===== src/logic/mgc_pkg.sv =====
// constants and types of the management port and carrier logic
package mgc_pkg;
    localparam int        CLK_NS      = 40;
    localparam int        PRE_BITS    = 32;
    localparam logic [4:0] REG_STATUS = 5'h01;
    localparam logic [4:0] REG_PHYCTL = 5'h19;
    localparam int        STS_NOPRE   = 6;
    localparam logic [15:0] STS_RST   = 16'h0000;
    localparam logic [1:0] OP_RD      = 2'h2;
    localparam logic [1:0] OP_WR      = 2'h1;
    localparam int        BIT_NS      = 100;
    localparam int        BIT_CYC     = (BIT_NS + CLK_NS - 1) / CLK_NS;
    localparam logic [2:0] COL_BITS   = 3'h7;
    localparam int        HB_DLY_NS   = 1000;
    localparam int        HB_DLY_CYC  = HB_DLY_NS / CLK_NS;
    localparam int        SQE_NS      = 10 * BIT_NS;
    localparam int        SQE_CYC     = SQE_NS / CLK_NS;
    localparam int        NCLK10_NS   = 400;
    localparam int        NCLK_HALF   = NCLK10_NS / 2 / CLK_NS;

    typedef enum logic [6:0] {
        M_IDLE = 7'h01,
        M_ST   = 7'h02,
        M_OP   = 7'h04,
        M_PHY  = 7'h08,
        M_REG  = 7'h10,
        M_TA   = 7'h20,
        M_DAT  = 7'h40
    } mgc_mst_t;

    typedef struct packed {
        logic       err;
        logic [3:0] nib;
    } mgc_nib_t;
endpackage


===== src/logic/mgc_top.sv =====
// management port, nibble clocking, carrier and collision logic of the phy
// How it works
// - management clock limited to a few system cycles per half period
// - shared data line, 32 devices, 5-bit address
// - preamble is 32 ones over 32 clocks
// - ignore frames until preamble; resync on errors
// - frame starts with zero then one
// - nobody drives first read turnaround bit
// - read: drive zero, then 16 data bits
// - 32 register addresses; status and phy control decoded, others read zero
// - status bit 6 reports preamble suppression
// - strap pins captured into control bits 4:0
// - only strapped address zero isolates
// - isolate: ignore transmit, float mii outputs
// - nibble clocks 2.5 or 25 MHz
// - nibbles qualified by valid, error, enable
// - half duplex: collision when both active
// - full duplex: collision never reported
// - 10 Mb transmit: report after seven bits
// - collision during receive reported at once
// - heartbeat pulse after each 10 Mb transmit
// - receive carrier from squelch or detect
// - half duplex carrier includes transmit
// - carrier drops at end of packet
`timescale 1ns/1ns
module mgc_top #(
    parameter logic [15:0] STS_OTHER = mgc_pkg::STS_RST
) (
    input  wire logic            sys_clk_i,
    input  wire logic            nrst_i,
    input  wire logic            mdc_i,
    input  wire logic            mdio_i,
    output logic                 mdio_o,
    output logic                 mdio_oe_o,
    input  wire logic [4:0]      address_strap_pins_i,
    input  wire logic            speed100_i,
    input  wire logic            duplex_full_i,
    input  wire logic            heartbeat_en_i,
    input  wire logic            squelch_ok_i,
    input  wire logic            signal_detect_i,
    input  wire logic            zeros_seen_i,
    input  wire logic            rx_eop_i,
    input  wire logic            rx_in_valid_i,
    input  wire mgc_pkg::mgc_nib_t rx_in_word_i,
    output logic                 rx_in_ready_o,
    input  wire logic            tx_en_i,
    output logic                 tx_act_o,
    output logic [3:0]           rxd_o,
    output logic                 rx_dv_o,
    output logic                 rx_er_o,
    output logic                 crs_o,
    output logic                 col_o,
    output logic                 rx_clk_o,
    output logic                 tx_clk_o,
    output logic                 mii_oe_o,
    output logic                 isolate_o
);
    typedef struct packed {
        logic                   mdc_s1, mdc_s2, mdc_s3, mdio_s1, mdio_s2;
        logic [4:0]             strap_s1, strap_s2;
        logic                   txen_s1, txen_s2;
        logic                   cap_pend, iso;
        logic [4:0]             phy_addr;
        logic [5:0]             ones;
        logic                   synced;
        mgc_pkg::mgc_mst_t      mst;
        logic [4:0]             bcnt;
        logic                   rd, hit;
        logic [4:0]             regad;
        logic [15:0]            sh;
        logic                   mdio_oe, mdio_do;
        logic                   rx_act, tx_act, col_raw, col_dly, col, rx_prev;
        logic [1:0]             bdiv;
        logic [2:0]             col_bits;
        logic                   hb_wait, sqe;
        logic [4:0]             hb_cnt;
        logic [2:0]             ndiv;
        logic                   nclk;
        mgc_pkg::mgc_nib_t [1:0] fifo;
        logic [1:0]             fcnt;
        logic                   wp, rp;
        mgc_pkg::mgc_nib_t      rxo;
        logic                   dv;
    } mgc_st_t;

    mgc_st_t st_r;
    mgc_st_t st_nxt;

    localparam int NCLK_HALF = mgc_pkg::NCLK_HALF;

    logic rise, b, tick, push, pop, raw;

    function automatic logic [15:0] rdata(input logic [4:0] a, input logic [4:0] pa);
        logic [15:0] v;
        v = 16'h0000;
        if (a == mgc_pkg::REG_STATUS) begin
            v = STS_OTHER;
            v[mgc_pkg::STS_NOPRE] = 1'b1;
        end else if (a == mgc_pkg::REG_PHYCTL) begin
            v = {11'h000, pa};
        end
        return v;
    endfunction

    // edge found from the twice-synchronised clock, so the clock limit is
    // a few system cycles per half period, not the full 25 MHz
    assign rise = st_r.mdc_s2 & ~st_r.mdc_s3;
    assign b    = st_r.mdio_s2;
    assign tick = speed100_i | (st_r.ndiv == 3'(NCLK_HALF - 1) & ~st_r.nclk);
    assign push = rx_in_valid_i & rx_in_ready_o;
    assign pop  = tick & (st_r.fcnt != 2'h0);
    assign raw  = ~duplex_full_i & st_r.rx_act & st_r.tx_act;
    assign rx_in_ready_o = (st_r.fcnt != 2'h2) | tick;

    always_comb begin
        st_nxt = st_r;
        st_nxt.mdc_s1   = mdc_i;
        st_nxt.mdc_s2   = st_r.mdc_s1;
        st_nxt.mdc_s3   = st_r.mdc_s2;
        st_nxt.mdio_s1  = mdio_i;
        st_nxt.mdio_s2  = st_r.mdio_s1;
        st_nxt.strap_s1 = address_strap_pins_i;
        st_nxt.strap_s2 = st_r.strap_s1;
        st_nxt.txen_s1  = tx_en_i;
        st_nxt.txen_s2  = st_r.txen_s1;

        if (st_r.cap_pend) begin
            st_nxt.cap_pend = 1'b0;
            st_nxt.phy_addr = st_r.strap_s2;
            st_nxt.iso      = (st_r.strap_s2 == 5'h00);
        end

        if (rise) begin
            case (st_r.mst)
                mgc_pkg::M_IDLE: begin
                    if (b) begin
                        if (st_r.ones != 6'(mgc_pkg::PRE_BITS)) begin
                            st_nxt.ones = st_r.ones + 6'h01;
                        end
                        // the 32nd one completes the preamble, not a 33rd
                        if (st_r.ones >= 6'(mgc_pkg::PRE_BITS - 1)) begin
                            st_nxt.synced = 1'b1;
                        end
                    end else begin
                        st_nxt.ones = 6'h00;
                        if (st_r.synced) begin
                            st_nxt.mst = mgc_pkg::M_ST;
                        end
                    end
                end
                mgc_pkg::M_ST: begin
                    st_nxt.bcnt = 5'h00;
                    if (b) begin
                        st_nxt.mst = mgc_pkg::M_OP;
                    end else begin
                        st_nxt.synced = 1'b0;
                        st_nxt.mst    = mgc_pkg::M_IDLE;
                    end
                end
                mgc_pkg::M_OP: begin
                    st_nxt.sh   = {st_r.sh[14:0], b};
                    st_nxt.bcnt = st_r.bcnt + 5'h01;
                    if (st_r.bcnt == 5'h01) begin
                        st_nxt.bcnt = 5'h00;
                        st_nxt.rd   = ({st_r.sh[0], b} == mgc_pkg::OP_RD);
                        if ({st_r.sh[0], b} == mgc_pkg::OP_RD || {st_r.sh[0], b} == mgc_pkg::OP_WR) begin
                            st_nxt.mst = mgc_pkg::M_PHY;
                        end else begin
                            st_nxt.synced = 1'b0;
                            st_nxt.mst    = mgc_pkg::M_IDLE;
                        end
                    end
                end
                mgc_pkg::M_PHY, mgc_pkg::M_REG: begin
                    st_nxt.sh   = {st_r.sh[14:0], b};
                    st_nxt.bcnt = st_r.bcnt + 5'h01;
                    if (st_r.bcnt == 5'h04) begin
                        st_nxt.bcnt = 5'h00;
                        if (st_r.mst == mgc_pkg::M_PHY) begin
                            st_nxt.hit = ({st_r.sh[3:0], b} == st_r.phy_addr);
                            st_nxt.mst = mgc_pkg::M_REG;
                        end else begin
                            st_nxt.regad = {st_r.sh[3:0], b};
                            st_nxt.mst   = mgc_pkg::M_TA;
                        end
                    end
                end
                mgc_pkg::M_TA: begin
                    if (st_r.bcnt == 5'h00) begin
                        st_nxt.bcnt = 5'h01;
                        if (!st_r.rd && !b) begin
                            st_nxt.synced = 1'b0;
                            st_nxt.mst    = mgc_pkg::M_IDLE;
                        end else if (st_r.rd && st_r.hit) begin
                            st_nxt.mdio_oe = 1'b1;
                            st_nxt.mdio_do = 1'b0;
                        end
                    end else begin
                        st_nxt.bcnt = 5'h00;
                        if (!st_r.rd && b) begin
                            st_nxt.synced = 1'b0;
                            st_nxt.mst    = mgc_pkg::M_IDLE;
                        end else begin
                            st_nxt.mst     = mgc_pkg::M_DAT;
                            st_nxt.sh      = rdata(st_r.regad, st_r.phy_addr);
                            st_nxt.mdio_do = st_nxt.sh[15];
                        end
                    end
                end
                mgc_pkg::M_DAT: begin
                    st_nxt.sh      = {st_r.sh[14:0], b};
                    st_nxt.mdio_do = st_r.sh[14];
                    st_nxt.bcnt    = st_r.bcnt + 5'h01;
                    if (st_r.bcnt == 5'h0F) begin
                        st_nxt.mdio_oe = 1'b0;
                        st_nxt.mst     = mgc_pkg::M_IDLE;
                        // address field writable, isolate stays with the strap
                        if (!st_r.rd && st_r.hit && st_r.regad == mgc_pkg::REG_PHYCTL) begin
                            st_nxt.phy_addr = {st_r.sh[3:0], b};
                        end
                    end
                end
                default: begin
                    st_nxt.mst = mgc_pkg::M_IDLE;
                end
            endcase
        end

        // receive carrier, cleared by end of packet
        if (rx_eop_i) begin
            st_nxt.rx_act = 1'b0;
        end else if (speed100_i ? (signal_detect_i & zeros_seen_i) : squelch_ok_i) begin
            st_nxt.rx_act = 1'b1;
        end
        st_nxt.tx_act = st_r.txen_s2 & ~st_r.iso;
        // one cycle of history tells which side was active first
        st_nxt.rx_prev = st_r.rx_act;

        // collision qualification
        st_nxt.col_raw = raw;
        if (raw && !st_r.col_raw) begin
            // receive arriving during a 10 Mb transmit means a delayed report
            st_nxt.col_dly  = ~speed100_i & ~st_r.rx_prev;
            st_nxt.col_bits = 3'h0;
            st_nxt.bdiv     = 2'h0;
        end else if (raw && st_r.col_dly && st_r.col_bits != mgc_pkg::COL_BITS) begin
            st_nxt.bdiv = st_r.bdiv + 2'h1;
            if (st_r.bdiv == 2'(mgc_pkg::BIT_CYC - 1)) begin
                st_nxt.bdiv     = 2'h0;
                st_nxt.col_bits = st_r.col_bits + 3'h1;
            end
        end

        // heartbeat after transmit end
        if (st_r.tx_act && !st_nxt.tx_act && heartbeat_en_i && !speed100_i) begin
            st_nxt.hb_wait = 1'b1;
            st_nxt.hb_cnt  = 5'(mgc_pkg::HB_DLY_CYC - 1);
        end else if (st_r.hb_cnt != 5'h00) begin
            st_nxt.hb_cnt = st_r.hb_cnt - 5'h01;
        end else if (st_r.hb_wait) begin
            st_nxt.hb_wait = 1'b0;
            st_nxt.sqe     = 1'b1;
            st_nxt.hb_cnt  = 5'(mgc_pkg::SQE_CYC - 1);
        end else begin
            st_nxt.sqe = 1'b0;
        end

        st_nxt.col = ~duplex_full_i & ((raw & (~st_nxt.col_dly | st_nxt.col_bits == mgc_pkg::COL_BITS))
                     | st_r.sqe);

        // 10 Mb nibble clock divider
        st_nxt.ndiv = st_r.ndiv + 3'h1;
        if (st_r.ndiv == 3'(NCLK_HALF - 1)) begin
            st_nxt.ndiv = 3'h0;
            st_nxt.nclk = ~st_r.nclk;
        end

        // two-entry receive buffer, drained once per nibble clock
        if (push) begin
            st_nxt.fifo[st_r.wp] = rx_in_word_i;
            st_nxt.wp            = ~st_r.wp;
        end
        if (pop) begin
            st_nxt.rp = ~st_r.rp;
        end
        st_nxt.fcnt = st_r.fcnt + {1'b0, push} - {1'b0, pop};
        if (tick) begin
            st_nxt.dv  = pop;
            st_nxt.rxo = pop ? st_r.fifo[st_r.rp] : '0;
        end
    end

    always_ff @(posedge sys_clk_i) begin
        if (!nrst_i) begin
            st_r          <= '0;
            st_r.mst      <= mgc_pkg::M_IDLE;
            st_r.cap_pend <= 1'b1;
            // synchronisers keep running so the strap is settled at release
            st_r.strap_s1 <= st_nxt.strap_s1;
            st_r.strap_s2 <= st_nxt.strap_s2;
        end else begin
            st_r <= st_nxt;
        end
    end

    assign mdio_o    = st_r.mdio_do;
    assign mdio_oe_o = st_r.mdio_oe;
    assign tx_act_o  = st_r.tx_act;
    assign rxd_o     = st_r.rxo.nib;
    assign rx_dv_o   = st_r.dv;
    assign rx_er_o   = st_r.rxo.err;
    assign crs_o     = st_r.rx_act | (~duplex_full_i & st_r.tx_act);
    assign col_o     = st_r.col;
    // at 100 Mb the system clock itself is the nibble clock
    assign rx_clk_o  = speed100_i ? sys_clk_i : st_r.nclk;
    assign tx_clk_o  = rx_clk_o;
    assign mii_oe_o  = ~st_r.iso;
    assign isolate_o = st_r.iso;
endmodule


===== config.mk =====
export PLATFORM = sky130hd
export DESIGN_NAME = mgc_top
export DESIGN_NICKNAME = d
export VERILOG_FILES = /design/src/logic/mgc_pkg.sv /design/src/logic/mgc_top.sv
export SDC_FILE = /design/constraint.sdc
export NUM_CORES = 1
export LEC_CHECK = 0
export ABC_AREA = 1
export BUFFER_PORTS_ARGS = -buffer_cell sky130_fd_sc_hd__buf_4
export CAP_MARGIN = 25
export CORE_MARGIN = 5
export CORE_UTILIZATION = 35
export CTS_BUF_LIST = sky130_fd_sc_hd__clkbuf_16
export CTS_CLUSTER_SIZE = 14
export DETAILED_ROUTE_END_ITERATION = 7
export PLACE_DENSITY_LB_ADDON = 0.12
export SLEW_MARGIN = 5
export SYNTH_ARGS = -nofsm -noshare
export SYNTH_HDL_FRONTEND = slang
export SYNTH_SLANG_ARGS = --single-unit
export TNS_END_PERCENT = 10

===== constraint.sdc =====
create_clock -name sys_clk_i -period 2.7 [get_ports sys_clk_i]
set_clock_uncertainty 0.05 [all_clocks]
set_input_delay 0.135 -clock sys_clk_i [delete_from_list [all_inputs] [get_ports sys_clk_i]]
set_output_delay 0.135 -clock sys_clk_i [all_outputs]
set_load 0.01 [all_outputs]

==> results.json <==
{
  "power_frac_comb_pct": 13.5,
  "routed_via_density": 4.641,
  "die_x_um": 132.3,
  "yosys_warnings": 0,
  "layout_setup_ws_ns": 0.1589,
  "ys.flop_type": "dfxtp_1",
  "regMostFlops": "st_r",
  "synth_area_leader_cell": "dfxtp_1",
  "holdWs_ns": 0.01593,
  "powerDensity_nw_per_um2": 663.7,
  "routed_wl_um": 11790,
  "path_class": "clk2out",
  "antenna_found_initial": 0,
  "cts_tree": "built",
  "start_util_pct": 35.87,
  "ys_types": 39,
  "layout_common_cells": "178 x nand2_1, 116 x inv_1, 109 x dfxtp_1, 94 x nor2_1",
  "clock_power_share_pct": 43.4,
  "crit_path_end_kind": "output port",
  "required_ns": 2.52,
  "ys_top_cells_by_area": "dfxtp_1 42%, nand2_1 13%, inv_1 8.2%",
  "power_frac_seq_pct": 43.2,
  "status": "completed",
  "switching_share_pct": 26.63,
  "largest_reg_flops": 87,
  "grt_pass1_vias": 4544,
  "netlist_instances": 754,
  "p_leak_nw": 2.880,
  "dieArea_um2": 17500,
  "final_nets": 846,
  "netlist_area_um2": 5234,
  "slew_viol_final": 0,
  "final_cell_area_um2": 6302,
  "pin_count": 39,
  "track_usage_pct": 14.24,
  "yosysSeqAreaShare_pct": 41.69,
  "clk_latency_ns": 0.46,
  "timing.rr.start": "st_r[21]$_SDFF_PP0_",
  "fin_tns_setup_ns": 0,
  "place.gp.congestion": 0.8271,
  "maxCapViolCount": 0,
  "r2r_setup_slack_ns": 0.37,
  "worstPathArrival_ns": 2.36,
  "globalRoute.totalOverflow": 0,
  "worst_hold_startpoint": "speed100_i",
  "min_to": "rxd_o[0]$_SDFFE_PN0P_",
  "p_int_mw": 3.069,
  "r2r_end": "st_r[9]$_SDFF_PN0_",
  "p_sw_mw": 1.114,
  "irDropWorstVdd_mv": 0.3348,
  "dpl_cell_area_um2": 5652,
  "crit_fanout": 2,
  "post_drt_wl_per_cell_um": 11.81,
  "synth_area_per_cell_um2": 6.941,
  "grt_max_degree": 47,
  "drt_iter0_markers": 280,
  "drcViolationCount": 0,
  "drive_above_1_share_pct": 11.18,
  "start_kind": "clock port",
  "holdPathStages": 4,
  "async_flop_share_pct": 0,
  "io_buffers": 38,
  "first_pass_iters": 4,
  "vias": 4632,
  "core_area_um2": 14590,
  "syn_to_final_growth_pct": 20.42,
  "reg2regPathDepth": 13,
  "insertedDiodeCount": 0,
  "rsz0062_at_grt": "false",
  "min_path_type": "in2reg",
  "power_mw": 4.183,
  "slew_headroom_pct": 58.56,
  "fp.dieH_um": 132.3,
  "hpwl_um": 8327,
  "hold_violations": 0,
  "post_cts_buffers": 0,
  "synth-seq-cells": 109,
  "synthesis.nets": 791,
  "final_common_cell": "nand2_1",
  "synth-edff-count": 0,
  "worst_pin_slew_ns": 0.6193,
  "setup_viol": 0,
  "ant_nets": 0,
  "pre_cts_slack_ns": 0.3893,
  "placement_rows": 44,
  "grt_pass1_wl_um": 20850,
  "clkSlewWorstSetupHoldPaths_ns": 0.07,
  "synth_top_area_share_pct": 41.69
}
## synth_stat cells, types with 2 or more instances
library cell  count
buf_6             3
buf_2             3
nand3b_1          2
nand3_1          50
nand2_1         180
nor4_1            2
nand2_2           6
nor3_1           14
a21oi_1          50
clkbuf_1         10
nor2_2            8
inv_1           115
nand4_1          14
a211oi_1          8
xor2_1            7
dfxtp_1         109
a311oi_1          3
o21ai_0          33
xnor2_1           3
ha_1             14
nor2_1           94
nand2_4           2
buf_4             8
## worst max-delay path, cell delays in order
cell,delay [ns]
clkbuf_16,0.12
clkbuf_16,0.13
clkbuf_16,0.13
clkbuf_16,0.13
clkbuf_16,0.13
nand2_4,0.05
nand2_4,0.06
clkbuf_16,0.14
buf_6,0.11
## cell families (layout without fill, tap and decap cells)
group	count (synthesis)	after routing	share of synthesized area, %
AO/OA/AOI/OAI	101	101	10.61
XOR/XNOR	10	10	1.674
adder cells (fa/ha/maj)	14	14	3.347
buffers and inverters	141	201	11.19
flip-flops	109	109	41.69
multiplexers	1	1	0.1913
AND/OR/NAND/NOR	378	378	31.29
## worst max-delay path by stage
stage,depth (start not counted),from,endpoint
2_1_floorplan,13,st_r[21]$_SDFF_PP0_,st_r[9]$_SDFF_PN0_
3_3_place_gp,13,st_r[21]$_SDFF_PP0_,st_r[9]$_SDFF_PN0_
6_report,9,sys_clk_i,rx_clk_o
5_1_grt,9,sys_clk_i,rx_clk_o
3_5_place_dp,13,st_r[21]$_SDFF_PP0_,st_r[9]$_SDFF_PN0_
4_1_cts,10,sys_clk_i,rx_clk_o
## metal layers
layer | wire length [um] | up-vias | global-route usage (%) | share of wire (%)
li1 | - | 2489 | - | -
met1 | 5950 | 2066 | 19.13 | 50
met2 | 5290 | 60 | 21.56 | 45
met3 | 337 | 17 | 2.863 | 2.9
met4 | 211 | 0 | 7.466 | 1.8
met5 | 0 | - | 0 | 0
## cell type report
| cell class | instances | area (um^2) |
|---|---|---|
| inverters | 116 | 435.4 |
| flip-flops and latches | 109 | 2182 |
| clock inverters | 7 | 42.54 |
| fillers | 1467 | 8287 |
| multi-input cells | 504 | 2481 |
| well taps | 184 | 230.2 |
| repair buffers | 59 | 483.0 |
| clock buffers | 19 | 447.9 |
## power by group through the flow
stage / registers, mW / logic [mW] / clock network, mW
6_report: 1.81 / 0.563 / 1.81
5_1_grt: 1.83 / 0.665 / 1.95
4_1_cts: 1.81 / 0.572 / 1.96
3_5_place_dp: 1.84 / 0.548 / 0.0408
3_3_place_gp: 1.84 / 0.539 / 0.0408
2_1_floorplan: 1.82 / 0.421 / 0.0296
## metrics by stage
| stage | util [%] | std cells |
|---|---|---|
| floorplan | - | 754 |
| global placement | 38.74 | 958 |
| detailed placement | 38.74 | 958 |
| CTS | 43.37 | 999 |
| global route | 43.20 | 998 |
| finish | 43.20 | 998 |
## repair_timing
action	in CTS	in global routing
pin swaps	2	0
endpoints found under the hold margin	21	0
hold buffers	16	0
endpoints found under the setup margin	2	2
resized for setup	6	0
Power figures use the tool's default switching activity.
